==> src/inc/exec_pkg.sv <==
// Purpose: shared constants and types for the four-instruction execute block
// Assumes: 14-bit instruction words, 8-bit data, 7-bit file addresses
// Notes: none
//
// Functional notes
// - increment file, destination by d, flags untouched
// - decode 00 1111 d fffffff as increment-skip
// - zero result discards prefetched word as no_operation
// - one word, one cycle, two when skipping
// - or w with file, route by d, update zero
// - decode 00 0100 d fffffff as or-with-file
// - load literal into accumulator, flags untouched
// - bits 9 and 8 ignored for move literal
// - or literal into accumulator, update zero
package exec_pkg;
  localparam int INSN_W = 14;
  localparam int DATA_W = 8;
  localparam int ADDR_W = 7;
  localparam logic [5:0] OP_INCSKIP = 6'h0f;
  localparam logic [5:0] OP_ORWF = 6'h04;
  localparam logic [3:0] OP_MOVLIT = 4'hc;
  localparam logic [5:0] OP_ORLIT = 6'h38;
  localparam logic [DATA_W-1:0] ACC_RESET = 8'h00;
  localparam logic ZERO_RESET = 1'b0;
  localparam int DEST_BIT = 7;

  typedef struct packed {
    logic valid;
    logic [INSN_W-1:0] word;
  } insn_t;

  typedef struct packed {
    logic wr;
    logic [ADDR_W-1:0] addr;
    logic [DATA_W-1:0] data;
  } file_wr_t;

  typedef enum logic [1:0] {
    ST_EXEC = 2'b01,
    ST_FLUSH = 2'b10
  } exec_state_t;
endpackage

==> src/file_read_reg.sv <==
`timescale 1ns/10ps
// Purpose: load-enabled byte register with a registered output
// Assumes: din is settled before the edge at which load is high
// Notes: holds the working register of the execute block
module file_read_reg (
  // clock and reset
  input wire logic core_clk,
  input wire logic sys_rst,
  // capture
  input wire logic load,
  input wire logic [exec_pkg::DATA_W-1:0] din,
  output logic [exec_pkg::DATA_W-1:0] dout
);
  import exec_pkg::*;
  logic [DATA_W-1:0] next_dout;

  always_comb begin
    next_dout = load ? din : dout;
  end

  always_ff @(posedge core_clk or posedge sys_rst) begin
    if (sys_rst) begin
      dout <= ACC_RESET;
    end else begin
      dout <= next_dout;
    end
  end
endmodule

==> src/incr_skip_or_literal_exec.sv <==
`timescale 1ns/10ps
// Purpose: decode and execute of increment-skip, or-with-file, move and or literal
// Assumes: one instruction word offered per cycle; file read is combinational
// Notes: unknown opcodes execute as no_operation
//   the working register lives in a load-enabled byte register
module incr_skip_or_literal_exec (
  // clock and reset
  input wire logic core_clk,
  input wire logic sys_rst,
  // instruction from fetch
  input wire exec_pkg::insn_t insn,
  // file register read port
  output logic [exec_pkg::ADDR_W-1:0] file_raddr,
  input wire logic [exec_pkg::DATA_W-1:0] file_rdata,
  // file register write port
  output exec_pkg::file_wr_t file_wr,
  // architectural state
  output logic [exec_pkg::DATA_W-1:0] accumulator,
  output logic zero_flag,
  // sequencing
  output logic skip_taken,
  output logic insn_done
);
  import exec_pkg::*;

  // ==========================================
  // decode
  logic [5:0] op6;
  logic is_incskip;
  logic is_orwf;
  logic is_movlit;
  logic is_orlit;
  logic dest_file;
  logic [ADDR_W-1:0] faddr;
  logic [DATA_W-1:0] literal;

  assign op6 = insn.word[INSN_W-1:INSN_W-6];
  assign is_incskip = insn.valid && (op6 == OP_INCSKIP);
  assign is_orwf = insn.valid && (op6 == OP_ORWF);
  // low two opcode bits are don't-care for move literal
  assign is_movlit = insn.valid && (op6[5:2] == OP_MOVLIT);
  assign is_orlit = insn.valid && (op6 == OP_ORLIT);
  // anything else falls through as no_operation
  assign dest_file = insn.word[DEST_BIT];
  assign faddr = insn.word[ADDR_W-1:0];
  assign literal = insn.word[DATA_W-1:0];

  // ==========================================
  // operands and results
  logic [DATA_W-1:0] operand;
  logic [DATA_W-1:0] sum;
  logic [DATA_W-1:0] orres;
  logic [DATA_W-1:0] orlit_res;
  logic sum_zero;
  logic orres_zero;
  logic orlit_zero;

  function automatic logic is_zero_byte(input logic [DATA_W-1:0] value);
    return value == 8'h00;
  endfunction

  // file data follows the word on insn in the same cycle
  assign operand = file_rdata;
  // increment wraps in eight bits
  assign sum = DATA_W'(operand + 8'h01);
  assign orres = accumulator | operand;
  assign orlit_res = accumulator | literal;
  assign sum_zero = is_zero_byte(sum);
  assign orres_zero = is_zero_byte(orres);
  assign orlit_zero = is_zero_byte(orlit_res);

  // ==========================================
  // sequencer
  exec_state_t state;
  exec_state_t next_state;
  logic take;
  logic skip_now;
  logic next_skip;
  logic next_done;

  // the word offered in the flush cycle is the one fetched behind
  // the skip; it must not touch any state
  assign take = (state == ST_EXEC) && insn.valid;
  assign skip_now = take && is_incskip && sum_zero;

  always_comb begin
    next_state = state;
    next_skip = 1'b0;
    next_done = 1'b0;
    unique case (state)
      ST_EXEC: begin
        if (skip_now) begin
          // zero result: done waits for the flush cycle
          next_state = ST_FLUSH;
          next_skip = 1'b1;
          next_done = 1'b0;
        end else begin
          next_done = insn.valid;
        end
      end
      ST_FLUSH: begin
        // prefetched word dropped, no_operation in its place
        next_state = ST_EXEC;
        next_done = 1'b1;
      end
      // one-hot codes; any other code falls back to ST_EXEC
      default: begin
        next_state = ST_EXEC;
      end
    endcase
  end

  // skip_taken is a one-cycle pulse; insn_done is high one cycle per finished word, so it stays high for back-to-back words
  always_ff @(posedge core_clk or posedge sys_rst) begin
    if (sys_rst) begin
      state <= ST_EXEC;
      skip_taken <= 1'b0;
      insn_done <= 1'b0;
    end else begin
      state <= next_state;
      skip_taken <= next_skip;
      insn_done <= next_done;
    end
  end

  // ==========================================
  // accumulator
  logic [DATA_W-1:0] next_acc;

  // a file destination leaves the working register as it was
  always_comb begin
    next_acc = accumulator;
    if (take) begin
      if (is_incskip && !dest_file) begin
        next_acc = sum;
      end else if (is_orwf && !dest_file) begin
        next_acc = orres;
      end else if (is_movlit) begin
        next_acc = literal;
      end else if (is_orlit) begin
        next_acc = orlit_res;
      end
    end
  end

  // the working register sits in a load-enabled byte register
  file_read_reg acc_hold (
    .core_clk(core_clk),
    .sys_rst(sys_rst),
    .load(take),
    .din(next_acc),
    .dout(accumulator)
  );

  // ==========================================
  // zero flag
  logic next_zero;

  // increment-skip and move literal leave the flag alone
  always_comb begin
    next_zero = zero_flag;
    if (take) begin
      // the flag follows the result, whatever its destination
      if (is_orwf) begin
        next_zero = orres_zero;
      end else if (is_orlit) begin
        next_zero = orlit_zero;
      end
    end
  end

  always_ff @(posedge core_clk or posedge sys_rst) begin
    if (sys_rst) begin
      zero_flag <= ZERO_RESET;
    end else begin
      zero_flag <= next_zero;
    end
  end

  // ==========================================
  // file read address
  logic [ADDR_W-1:0] next_raddr;

  // registered copy of the offered address, for observation only
  always_comb begin
    next_raddr = faddr;
  end

  always_ff @(posedge core_clk or posedge sys_rst) begin
    if (sys_rst) begin
      file_raddr <= '0;
    end else begin
      file_raddr <= next_raddr;
    end
  end

  // ==========================================
  // file register write port
  file_wr_t next_file_wr;

  // only file destinations raise a write
  always_comb begin
    next_file_wr = '0;
    if (take && dest_file) begin
      if (is_incskip) begin
        next_file_wr.wr = 1'b1;
        next_file_wr.addr = faddr;
        next_file_wr.data = sum;
      end else if (is_orwf) begin
        next_file_wr.wr = 1'b1;
        next_file_wr.addr = faddr;
        next_file_wr.data = orres;
      end
    end
  end

  always_ff @(posedge core_clk or posedge sys_rst) begin
    if (sys_rst) begin
      file_wr <= '0;
    end else begin
      file_wr <= next_file_wr;
    end
  end
endmodule
==> config.mk <==
export PLATFORM = sky130hd
export DESIGN_NAME = incr_skip_or_literal_exec
export DESIGN_NICKNAME = d
export VERILOG_FILES = /design/src/inc/exec_pkg.sv /design/src/file_read_reg.sv /design/src/incr_skip_or_literal_exec.sv
export SDC_FILE = /design/constraint.sdc
export NUM_CORES = 1
export LEC_CHECK = 0
export BUFFER_PORTS_ARGS = -buffer_cell sky130_fd_sc_hd__buf_2
export CAP_MARGIN = 20
export CELL_PAD_IN_SITES_DETAIL_PLACEMENT = 0
export CELL_PAD_IN_SITES_GLOBAL_PLACEMENT = 1
export CORE_MARGIN = 1
export CORE_UTILIZATION = 40
export CTS_CLUSTER_SIZE = 24
export DETAILED_ROUTE_END_ITERATION = 7
export HOLD_SLACK_MARGIN = 0.05
export PLACE_DENSITY = 0.9
export SLEW_MARGIN = 20
export SYNTH_ARGS = -nofsm -noshare
export SYNTH_HDL_FRONTEND = slang
export SYNTH_SLANG_ARGS = --single-unit
==> constraint.sdc <==
create_clock -name core_clk -period 3.85 [get_ports core_clk]
set_input_delay 0 -clock core_clk [delete_from_list [all_inputs] [get_ports core_clk]]
set_output_delay 0 -clock core_clk [all_outputs]
set_load 0.05 [all_outputs]
# Word-level counts from Yosys, hierarchy flattened
# Cells that the tools add are included.
[word_totals]
out_inout_bits = 34
regBits = 36
elab_cells = 52
input_bits = 25
[classes]
n_addsub = 1
n_eq_ne = 7
muxes = 15
bitwise = 2
reduce_logical = 18
[ops]
columns = ["operator", "n"]
rows = [
  ["$mux W16", 3],
  ["$mux W8", 4],
  ["$logic_not A8 Y1", 3],
  ["$or A8 B8 Y8", 2],
  ["$logic_and A1 B1 Y1", 10],
  ["$add A8 B1 Y8 const B", 1],
  ["$eq A6 B3 Y1 const B", 1],
  ["$eq A6 B4 Y1 const B", 1],
  ["$eq A6 B6 Y1 const B", 1],
  ["$mux W1", 5],
  ["$eq A4 B4 Y1 const B", 1],
  ["$mux W2", 2],
  ["$reduce_and A2 Y1", 2],
  ["$reduce_bool A4 Y1", 1],
  ["$eq A2 B1 Y1 const B", 1],
  ["$eq A2 B2 Y1 const B", 1],
  ["$ne A2 B2 Y1 const B", 1],
  ["$pmux W1 S2", 1],
  ["$reduce_bool A2 Y1", 1],
  ["$logic_not A1 Y1", 1],
]

# Longest topological paths before layout
# Gate-level depths: netlist of the first run.
[logic_depth]
ltp_word = 6
ltp_mapped = 7
depth_no_buf = 7

# Cells and area by module
# From an unflattened synthesis of the first run, not the netlist that was laid out.
[hier_totals]
cells_unflattened = 228
hier_area_um2 = 2092.0
[by_module_without_submodules]
columns = ["module", "n_inst", "cells_per_inst", "area_each_um2"]
rows = [
  ["incr_skip_or_literal_exec", 1, 210, 1756.7],
  ["file_read_reg", 1, 18, 335.3],
]

# Least setup slack after synthesis of the first run
# No wires, ideal clock.
[synth_timing]
path_kind = "reg-to-reg"
startpoint = "reg state[0]"
endpoint = "reg file_wr[1] in the netlist's numbering"
arrival_time_ps = 1625
n_path_buf = 0
slack_ps = 2153
path_stages_with_launch = 7
required_time_ps = 3778
cell_sequence = "dfstp_2 ha_1 and2_1 nand2_1 a211oi_2 o31ai_1 nor2_1"
[synth_rtl]
columns = ["item", "line", "source"]
rows = [
  ["start, declared", "incr_skip_or_literal_exec.sv:74", "exec_state_t state;"],
  ["start signal, assigned", "incr_skip_or_literal_exec.sv:120", "state <= next_state;"],
  ["end signal, assigned", "incr_skip_or_literal_exec.sv:221", "file_wr <= next_file_wr;"],
  ["end, declared", "incr_skip_or_literal_exec.sv:16", "output exec_pkg::file_wr_t file_wr,"],
]

==> results.cfg, run 1 <==
[run_status]
outcome = finished, final reports clean

[detailed_routing]
wl_per_cell_um = 15.4
drc_errors = 0
viasPerCell = 5.55
drt_iter0_markers = 175
final_antenna_net_count = 0
finalWirelength_um = 4660
vias = 1675
first_pass_iters = 4

[grt]
grt_pass1_vias = 1485
antenna_found_initial = 0
grt_pass1_wl_um = 7330
overflow = 0
grt_max_degree = 37
grt_usage_pct = 21.7

[power_and_ir_drop]
totalPowerFinal_w = 0.00101
ir_drop_v = 0.000190
pwr-share-clk_pct = 32.4
netSwitchingPower_w = 0.000338
p_seq_share_pct = 43.5
swShare_pct = 33.5
p_int_w = 0.000670
p_comb_share_pct = 24.1
leakage_nw = 1.11
p_per_area_mw_per_mm2 = 435

[floorplan]
die_w_um = 69.0
die_area_sq_mm = 0.00475
initial_core_util_pct = 43.3
die_h_um = 69.0
fp-row-count = 23
ios = 59
core_sq_mm = 0.00414

[logic_synthesis]
synth.avg_cell_area_sq_um = 9.85
synth_cells = 182
yosysUniqueCellTypes = 44
yosysWarnings = 0
syn-num-nets = 210
synth_area_sq_mm = 0.00179
yosysSeqAreaShare_pct = 50.3
ys_ff_latch = 36

[clocking]
cts.sinks = 36
htree_levels = 2
numCtsBuffers = 5
postCtsSetupBuffers = 0
cts_root_buf = clkbuf_8
cts_tree = done
clock_latency_ns = 0.29
clk_pin_slew_ns = 0.07
cts_resized = 0
clockBufferDepth = 2
hold_buffers = 9

[final_layout]
utilization_pct = 55.9
fill_cells = 374
seq_area_sq_um = 902
syn_to_final_growth_pct = 29.3
layout.nets = 279
drive_gt1_share_pct = 29.4
multi_input_area_sq_um = 840
n_antenna_cell = 0

[timing]
fmax_mhz = 480
setup_viol = 0
setup_tns_ns = 0
rsz0062_at_grt = false
skew_ns = 0.00530
finalCriticalPeriod_ns = 2.08
finalCritPeriodShare_pct = 54.1
drv_slew = 0
worst_slew_pin_slew_ns = 0.765
finalHoldViolations = 0
slew_headroom_pct = 48.8

[min_path]
min_path_cells = 3
hold_path.class = primary input to flip-flop

[setup_path]
arrival_ns = 2.31
crit_path_end_kind = flip-flop
path_class = flip-flop to flip-flop
cp.required_ns = 4.08
cp-start-kind = flip-flop
r2r_cells = 6
path_max_fanout = 10

[place]
gp_congestion = 0.851
portBuffers = 58
dpl.hpwl_um = 3280

[job]
drv_cap = 0
## cell usage in the layout, fill, tap and decap left out, drive strengths merged, types with 5 or more instances in the layout
master       count
a21oi            7
and2             8
buf             59
clkbuf           6
dfrtp           35
dlygate4sd3      9
inv              5
nand2           13
nand3            5
nor2            26
nor3             6
nor4             5
o21ai           11
o22a             9
o22ai            6
or3              5
## worst paths after layout
kind | start | endpoint | slack (ns)
worst min register to register | state[0] | state[0] | 0.52
worst min-delay path | file_rdata[0] | file_wr[0] | 0.09
worst max register to register | state[0] | file_wr[1] | 1.77
max in group asynchronous | sys_rst | state[0] | 3.16
min in group asynchronous | sys_rst | file_wr[14] | 0.35
worst max-delay path | state[0] | file_wr[1] | 1.77
## stage by stage
stage / std cells / hold WS, ns / instance area, sq um / setup slack, ns
2_1_floorplan: 182 / 0.0314 / 1790 / 2.15
3_3_place_gp: 285 / 0.120 / 2120 / 1.81
3_5_place_dp: 285 / 0.125 / 2120 / 1.74
4_1_cts: 302 / 0.0803 / 2320 / 1.72
5_1_grt: 302 / 0.0982 / 2320 / 1.51
6_report: 302 / 0.0865 / 2320 / 1.77
## cell families (layout without fill, tap and decap cells)
logic type               count (synthesis)  after routing  synth area share [%]
XOR/XNOR                                 4              4                  1.95
adder cells (fa/ha/maj)                  3              3                  2.09
AO/OA/AOI/OAI                           47             47                  19.5
AND/OR/NAND/NOR                         81             81                  23.2
flip-flops                              36             36                  50.3
buffers and inverters                   11             81                  2.86
## synth_stat cells, drive strengths merged
| master | number | area, sq um |
|---|---|---|
| a21oi | 7 | 35.0 |
| nor3 | 6 | 30.0 |
| a21o | 2 | 15.0 |
| or3 | 5 | 31.3 |
| and2 | 8 | 50.1 |
| and4bb | 1 | 12.5 |
| a32o | 1 | 10.0 |
| inv | 5 | 18.8 |
| or3b | 1 | 8.76 |
| buf | 3 | 21.3 |
| a222oi | 2 | 20.0 |
| nand2b | 1 | 6.26 |
| nand4b | 1 | 8.76 |
| o22ai | 6 | 37.5 |
| o31ai | 3 | 27.5 |
| nand2 | 13 | 48.8 |
| or4b | 1 | 13.8 |
| ha | 3 | 37.5 |
| o21ai | 11 | 58.8 |
| a311oi | 1 | 8.76 |
| nand4 | 1 | 6.26 |
| a211oi | 3 | 40.0 |
| xor2 | 1 | 8.76 |
| dfstp | 1 | 26.3 |
| o32a | 1 | 10.0 |
| dfrtp | 35 | 876 |
| and3 | 1 | 6.26 |
| nor2 | 26 | 97.6 |
| or2 | 3 | 18.8 |
| nor4 | 5 | 31.3 |
| nor4b | 1 | 8.76 |
| o22a | 9 | 78.8 |
| xnor2 | 3 | 26.3 |
| clkbuf | 3 | 11.3 |
| nor2b | 2 | 12.5 |
| nand3 | 5 | 25.0 |
| o32ai | 1 | 8.76 |
## area by class of cell
type	instances	area share, %
clock buffer	6	3.13
clock inverter	2	1.51
inverter	5	0.809
multi-input combinational	135	36.2
sequential	36	38.9
tap	50	2.70
timing repair buffer	68	16.7
## routing by layer
metal / share of wire, % / track usage, %
met1: 47 / 30.1
met2: 45 / 31.3
met3: 5.8 / 4.44
met4: 2.3 / 11.5
met5: 0 / 0
## registers in the layout, indices dropped and copies added (netlist names)
name,cells
acc_hold.dout,8
file_raddr,7
file_wr,16
insn_done,1
skip_taken,1
state,2
zero_flag,1
## critical path, stage by stage, from the launching register on
cell	delay, ns
dfstp_2	0.53
ha_1	0.19
and2_1	0.23
nand2_1	0.22
a211oi_2	0.59
o31ai_1	0.15
nor2_1	0.11
## power by group through the flow
stage,Clock (W),Combinational [W],Sequential [W]
6_report,0.000326,0.000243,0.000438
3_3_place_gp,0,0.000235,0.000445
4_1_cts,0.000333,0.000244,0.000438
2_1_floorplan,0,0.0000671,0.000539
3_5_place_dp,0,0.000236,0.000445
5_1_grt,0.000344,0.000262,0.000442
Power figures use the tool's default switching activity.
==> inputs of run 2 (changes only) <==
--- a/config.mk
+++ b/config.mk
@@ -10,11 +10,11 @@
 export CELL_PAD_IN_SITES_DETAIL_PLACEMENT = 0
 export CELL_PAD_IN_SITES_GLOBAL_PLACEMENT = 1
 export CORE_MARGIN = 1
-export CORE_UTILIZATION = 40
+export CORE_UTILIZATION = 34
 export CTS_CLUSTER_SIZE = 24
 export DETAILED_ROUTE_END_ITERATION = 7
 export HOLD_SLACK_MARGIN = 0.05
-export PLACE_DENSITY = 0.9
+export PLACE_DENSITY = 0.82
 export SLEW_MARGIN = 20
 export SYNTH_ARGS = -nofsm -noshare
 export SYNTH_HDL_FRONTEND = slang
==> constraint.sdc (replaced) <==
create_clock -name core_clk -period 1.8 [get_ports core_clk]
set_input_delay 0 -clock core_clk [delete_from_list [all_inputs] [get_ports core_clk]]
set_output_delay 0 -clock core_clk [all_outputs]
set_load 0.05 [all_outputs]
==> run 2 against run 1 <==
- sequential power is 110% higher
- final area is 3.5% higher
- via count is 2.4% higher
- sequential share of layout area is 1.3 points lower
- critical path depth is 1 higher
- clock power is 72% higher
- critical path type is now primary input to flip-flop
- highest routed layer unchanged
==> results.cfg, run 2 (synthesis gave the netlist of run 1 again) <==
[clocking]
numCtsBuffers = 5
cts.sinks = 36
clock_latency_ns = 0.29
htree_levels = 2
clockBufferDepth = 2
cts_root_buf = clkbuf_8
cts_tree = done
clk_pin_slew_ns = 0.07

[timing]
drv_slew = 0
finalHoldViolations = 0
setup_tns_ns = 0
skew_ns = 0.00435
worst_slew_pin_slew_ns = 0.608
finalCritPeriodShare_pct = 95.0
fmax_mhz = 585
finalCriticalPeriod_ns = 1.71
setup_viol = 0
slew_headroom_pct = 59.4

[setup_path]
timing.rr.start = state[1]
cp_cell_sequence = dlygate4sd3_1 -> buf_2 -> nand3_1 -> nor3_1 -> xor2_1 -> and4bb_1 -> a21o_1
cp-start-kind = primary input
cp.required_ns = 1.99
cp_slowest_stage_delay_ns = 0.52
critPathTopFamily = simple AND/OR/NAND/NOR gates
crit_slowest_cell = dlygate4sd3_1
r2r_cells = 7
r2r-end = acc_hold.dout[2]
arrival_ns = 1.90
path_max_fanout = 7
critPathBufInv = 2
r2r_setup_slack_ns = 0.16
crit_path_end_kind = flip-flop
path_class = primary input to flip-flop

[detailed_routing]
viasPerCell = 5.17
m1WireLength_um = 2100
drc_errors = 0
finalWirelength_um = 4720
vias = 1716
first_pass_iters = 4
met2WireLength_um = 2240
top_layer = met4
final_antenna_net_count = 0
wl_per_cell_um = 14.2
drt_iter0_markers = 131
wl_met3_um = 314

[final_layout]
drive_gt1_share_pct = 32.4
layout.nets = 289
n_antenna_cell = 0
largest_reg_flops = 16
regMostFlops = file_wr
syn_to_final_growth_pct = 33.8
utilization_pct = 47.0
reg.largest.list = file_wr (16), acc_hold.dout (8), file_raddr (7)
multi_input_area_sq_um = 840
seq_area_sq_um = 902
fill_cells = 531
layout_commonest_cell = buf_2
layout_common_cells = 58 x buf_2, 35 x dfrtp_1, 26 x nor2_1
final-instance-count-excl-fill = 332

[grt]
grt_pass1_wl_um = 7720
antenna_found_initial = 0
grt_pass1_vias = 1596
grt_usage_pct = 18.9
overflow = 0
grt_max_degree = 37

[power_and_ir_drop]
p_per_area_mw_per_mm2 = 846
leakage_nw = 1.15
ir_drop_v = 0.000347

[place]
portBuffers = 58
dpl.hpwl_um = 3480
place_inst = 314
gp_congestion = 0.847

[floorplan]
die_h_um = 74.6
core_sq_mm = 0.00511
fp-row-count = 26
ios = 59
die_w_um = 74.6
initial_core_util_pct = 35.1
die_area_sq_mm = 0.00557

[job]
drv_cap = 0

[min_path]
hold_path.class = primary input to flip-flop
min_path_cells = 3
min-delay-start = file_rdata[6]
worstHoldEndpoint = file_wr[6]

[run_status]
outcome = finished, final reports clean
[run 2: changes by cell type in the layout (fill, tap and decap cells not counted)]
| cell | before | now |
|---|---|---|
| buf_4 | 1 | 11 |
| clkinv_4 | 0 | 1 |
| clkbuf_1 | 1 | 0 |
| bufinv_16 | 1 | 0 |
| clkinv_2 | 1 | 2 |
[run 2: report_power, final]
group / switching [W] / total [W] / internal [W]
registers: 0.0000660 / 0.000936 / 0.000870
clock network: 0.000291 / 0.000561 / 0.000269
logic: 0.000373 / 0.000533 / 0.000160
total: 0.000730 / 0.00203 / 0.00130
[run 2: tightest hold or removal path: stages]
cell and delay (ns):
buf_2 0.12, o21ai_0 0.08, a21oi_1 0.13
[run 2: how the worst max path moves through the flow]
stage / from / end / cells past startpoint
2_1_floorplan: state[0] / file_wr[1] / 6
3_3_place_gp: insn[9] / acc_hold.dout[5] / 5
3_5_place_dp: insn[9] / acc_hold.dout[1] / 6
4_1_cts: file_rdata[1] / state[1] / 7
5_1_grt: file_rdata[1] / state[1] / 7
6_report: file_rdata[1] / state[1] / 7
[run 2: routing by layer]
metal | up-vias | GRT usage (%)
met3 | 5 | 5.49
met1 | 824 | 23.7
li1 | 823 | -
met5 | - | 0
met2 | 64 | 30.6
met4 | 0 | 8.18
[run 2: cell type report]
cell class | instances | share of cell area (%)
Sequential cell | 36 | 37.6
Multi-Input combinational cell | 135 | 35.0
Clock inverter | 3 | 0.782
Inverter | 5 | 0.782
Tap cell | 70 | 3.65
Timing Repair Buffer | 78 | 19.3
Clock buffer | 5 | 2.87
[run 2: timing repair]
| action | in CTS | in global routing |
|---|---|---|
| endpoints found under the hold margin | 50 | 0 |
| buffers inserted | 0 | 1 |
| resized for setup | 0 | 0 |
| endpoints found under the setup margin | 0 | 3 |
| hold buffers | 9 | 0 |
[run 2: through the flow]
step           setup WS (ns)  instance area (sq um)  hold slack [ns]  total power (W)
2_1_floorplan          0.103                   1790           0.0314          0.00130
3_3_place_gp          0.0850                   2210            0.122          0.00146
3_5_place_dp          0.0511                   2210            0.121          0.00147
4_1_cts                0.106                   2390           0.0693          0.00205
5_1_grt             -0.00260                   2400            0.126          0.00213
6_report              0.0893                   2400           0.0792          0.00203
==> inputs of run 3 (changes only) <==
--- a/config.mk
+++ b/config.mk
@@ -15,6 +15,7 @@
 export DETAILED_ROUTE_END_ITERATION = 7
 export HOLD_SLACK_MARGIN = 0.05
 export PLACE_DENSITY = 0.82
+export RECOVER_POWER = 25
 export SLEW_MARGIN = 20
 export SYNTH_ARGS = -nofsm -noshare
 export SYNTH_HDL_FRONTEND = slang
==> run 3 against run 2 <==
- non-clock buffer count did not move
- final area fell by 0.47%
- clock power hardly changed
- wire length decreased by 0.25%
- sequential cell count unchanged
- maximum frequency about the same
- cell count unchanged
- largest cell class unchanged
==> results.cfg, run 3 (synthesis gave the netlist of run 1 again) <==
[run_status]
outcome = finished, final reports clean

[final_layout]
layout_common_cells = 51 x buf_2, 35 x dfrtp_1, 26 x nor2_1
final-instance-count-excl-fill = 332
drive_gt1_share_pct = 29.8
layout.nets = 289
largest_reg_flops = 16
regMostFlops = file_wr
utilization_pct = 46.7
reg.largest.list = file_wr (16), acc_hold.dout (8), file_raddr (7)
n_antenna_cell = 0
layout_commonest_cell = buf_2
syn_to_final_growth_pct = 33.1

[clocking]
cts_resized = 0
clockBufferDepth = 2
clk_pin_slew_ns = 0.07
cts_root_buf = clkbuf_8
cts_tree = done
clock_latency_ns = 0.29
numCtsBuffers = 5
cts.sinks = 36
htree_levels = 2

[setup_path]
cp.required_ns = 1.99
cp-start-kind = primary input
path_max_fanout = 7
arrival_ns = 1.90
crit_path_end_kind = flip-flop
path_class = primary input to flip-flop

[timing]
finalCritPeriodShare_pct = 95.0
fmax_mhz = 585
drv_slew = 0
finalCriticalPeriod_ns = 1.71
finalHoldViolations = 0
skew_ns = 0.00528
worst_slew_pin_slew_ns = 0.861
fin_ws_ns = 0.0903
setup_tns_ns = 0
setup_viol = 0
slew_headroom_pct = 42.6

[detailed_routing]
drc_errors = 0
drt_iter0_markers = 117
final_antenna_net_count = 0
vias = 1706
first_pass_iters = 4
wl_per_cell_um = 14.2
finalWirelength_um = 4710
viasPerCell = 5.14

[min_path]
hold_path.class = primary input to flip-flop

[job]
drv_cap = 0

[grt]
grt_pass1_wl_um = 7720
overflow = 0
grt_usage_pct = 18.9
grt_pass1_vias = 1596
antenna_found_initial = 0
grt_max_degree = 37

[place]
dpl.hpwl_um = 3480
gp_congestion = 0.847
dp_slack_ns = 0.0511
portBuffers = 58
place_inst = 314

[floorplan]
die_h_um = 74.6
initial_core_util_pct = 35.1
die_w_um = 74.6
die_area_sq_mm = 0.00557
core_sq_mm = 0.00511
ios = 59
fp-row-count = 26

[power_and_ir_drop]
leakage_nw = 1.13
ir_drop_v = 0.000347
totalPowerFinal_w = 0.00202
p_per_area_mw_per_mm2 = 847
run 3: cell count changes in the layout (fill, tap and decap cells not counted), sizes merged:
cell,change
buf,-8
clkbuf,+8
run 3: worst paths after layout:
path	slack (ns)	endpoint	startpoint	cells past startpoint
max	0.09	state[1]	file_rdata[1]	7
min	0.08	file_wr[6]	file_rdata[6]	3
max reg2reg	0.16	acc_hold.dout[2]	state[1]	7
min reg2reg	0.52	state[1]	state[1]	1
max in group asynchronous	0.76	file_wr[4]	sys_rst	4
min in group asynchronous	0.51	file_wr[5]	sys_rst	4
run 3: area by class of cell:
class,instances,area (sq um)
inverters,5,18.8
multi-input cells,135,840
fillers,535,2720
flip-flops and latches,36,902
clock inverters,3,18.8
clock buffers,5,68.8
repair buffers,78,452
well taps,70,87.6
run 3: metrics by stage:
stage	cell area (sq um)	hold slack [ns]
finish	2390	0.0784
global route	2390	0.126
CTS	2390	0.0693
detailed placement	2210	0.121
global placement	2210	0.122
floorplan	1790	0.0314
run 3: per-layer routing:
metal / routed length (um) / share of wire [%] / global-route usage, % / vias to the layer above
met2: 2230 / 47 / 30.6 / 66
met4: 63 / 1.3 / 8.18 / 0
met1: 2090 / 44 / 23.7 / 811
met5: 0 / 0 / 0 / -
li1: - / - / - / 824
met3: 325 / 6.9 / 5.49 / 5
run 3: timing repair:
item / CTS / global route
endpoints found under the hold margin: 50 / 0
hold buffers: 9 / 0
setup buffers: 0 / 1
endpoints found under the setup margin: 0 / 3
run 3: power by group:
group	switching, W	leakage, nW	total, W	internal [W]
clock	0.000290	0.0479	0.000559	0.000269
combinational	0.000372	0.621	0.000529	0.000157
sequential	0.0000654	0.466	0.000935	0.000870
total	0.000727	1.13	0.00202	0.00130
run 3: critical path, stage by stage:
cell and delay [ns]:
dlygate4sd3_1 0.52, buf_2 0.15, nand3_1 0.22, nor3_1 0.28, xor2_1 0.31, and4bb_1 0.27, a21o_1 0.16
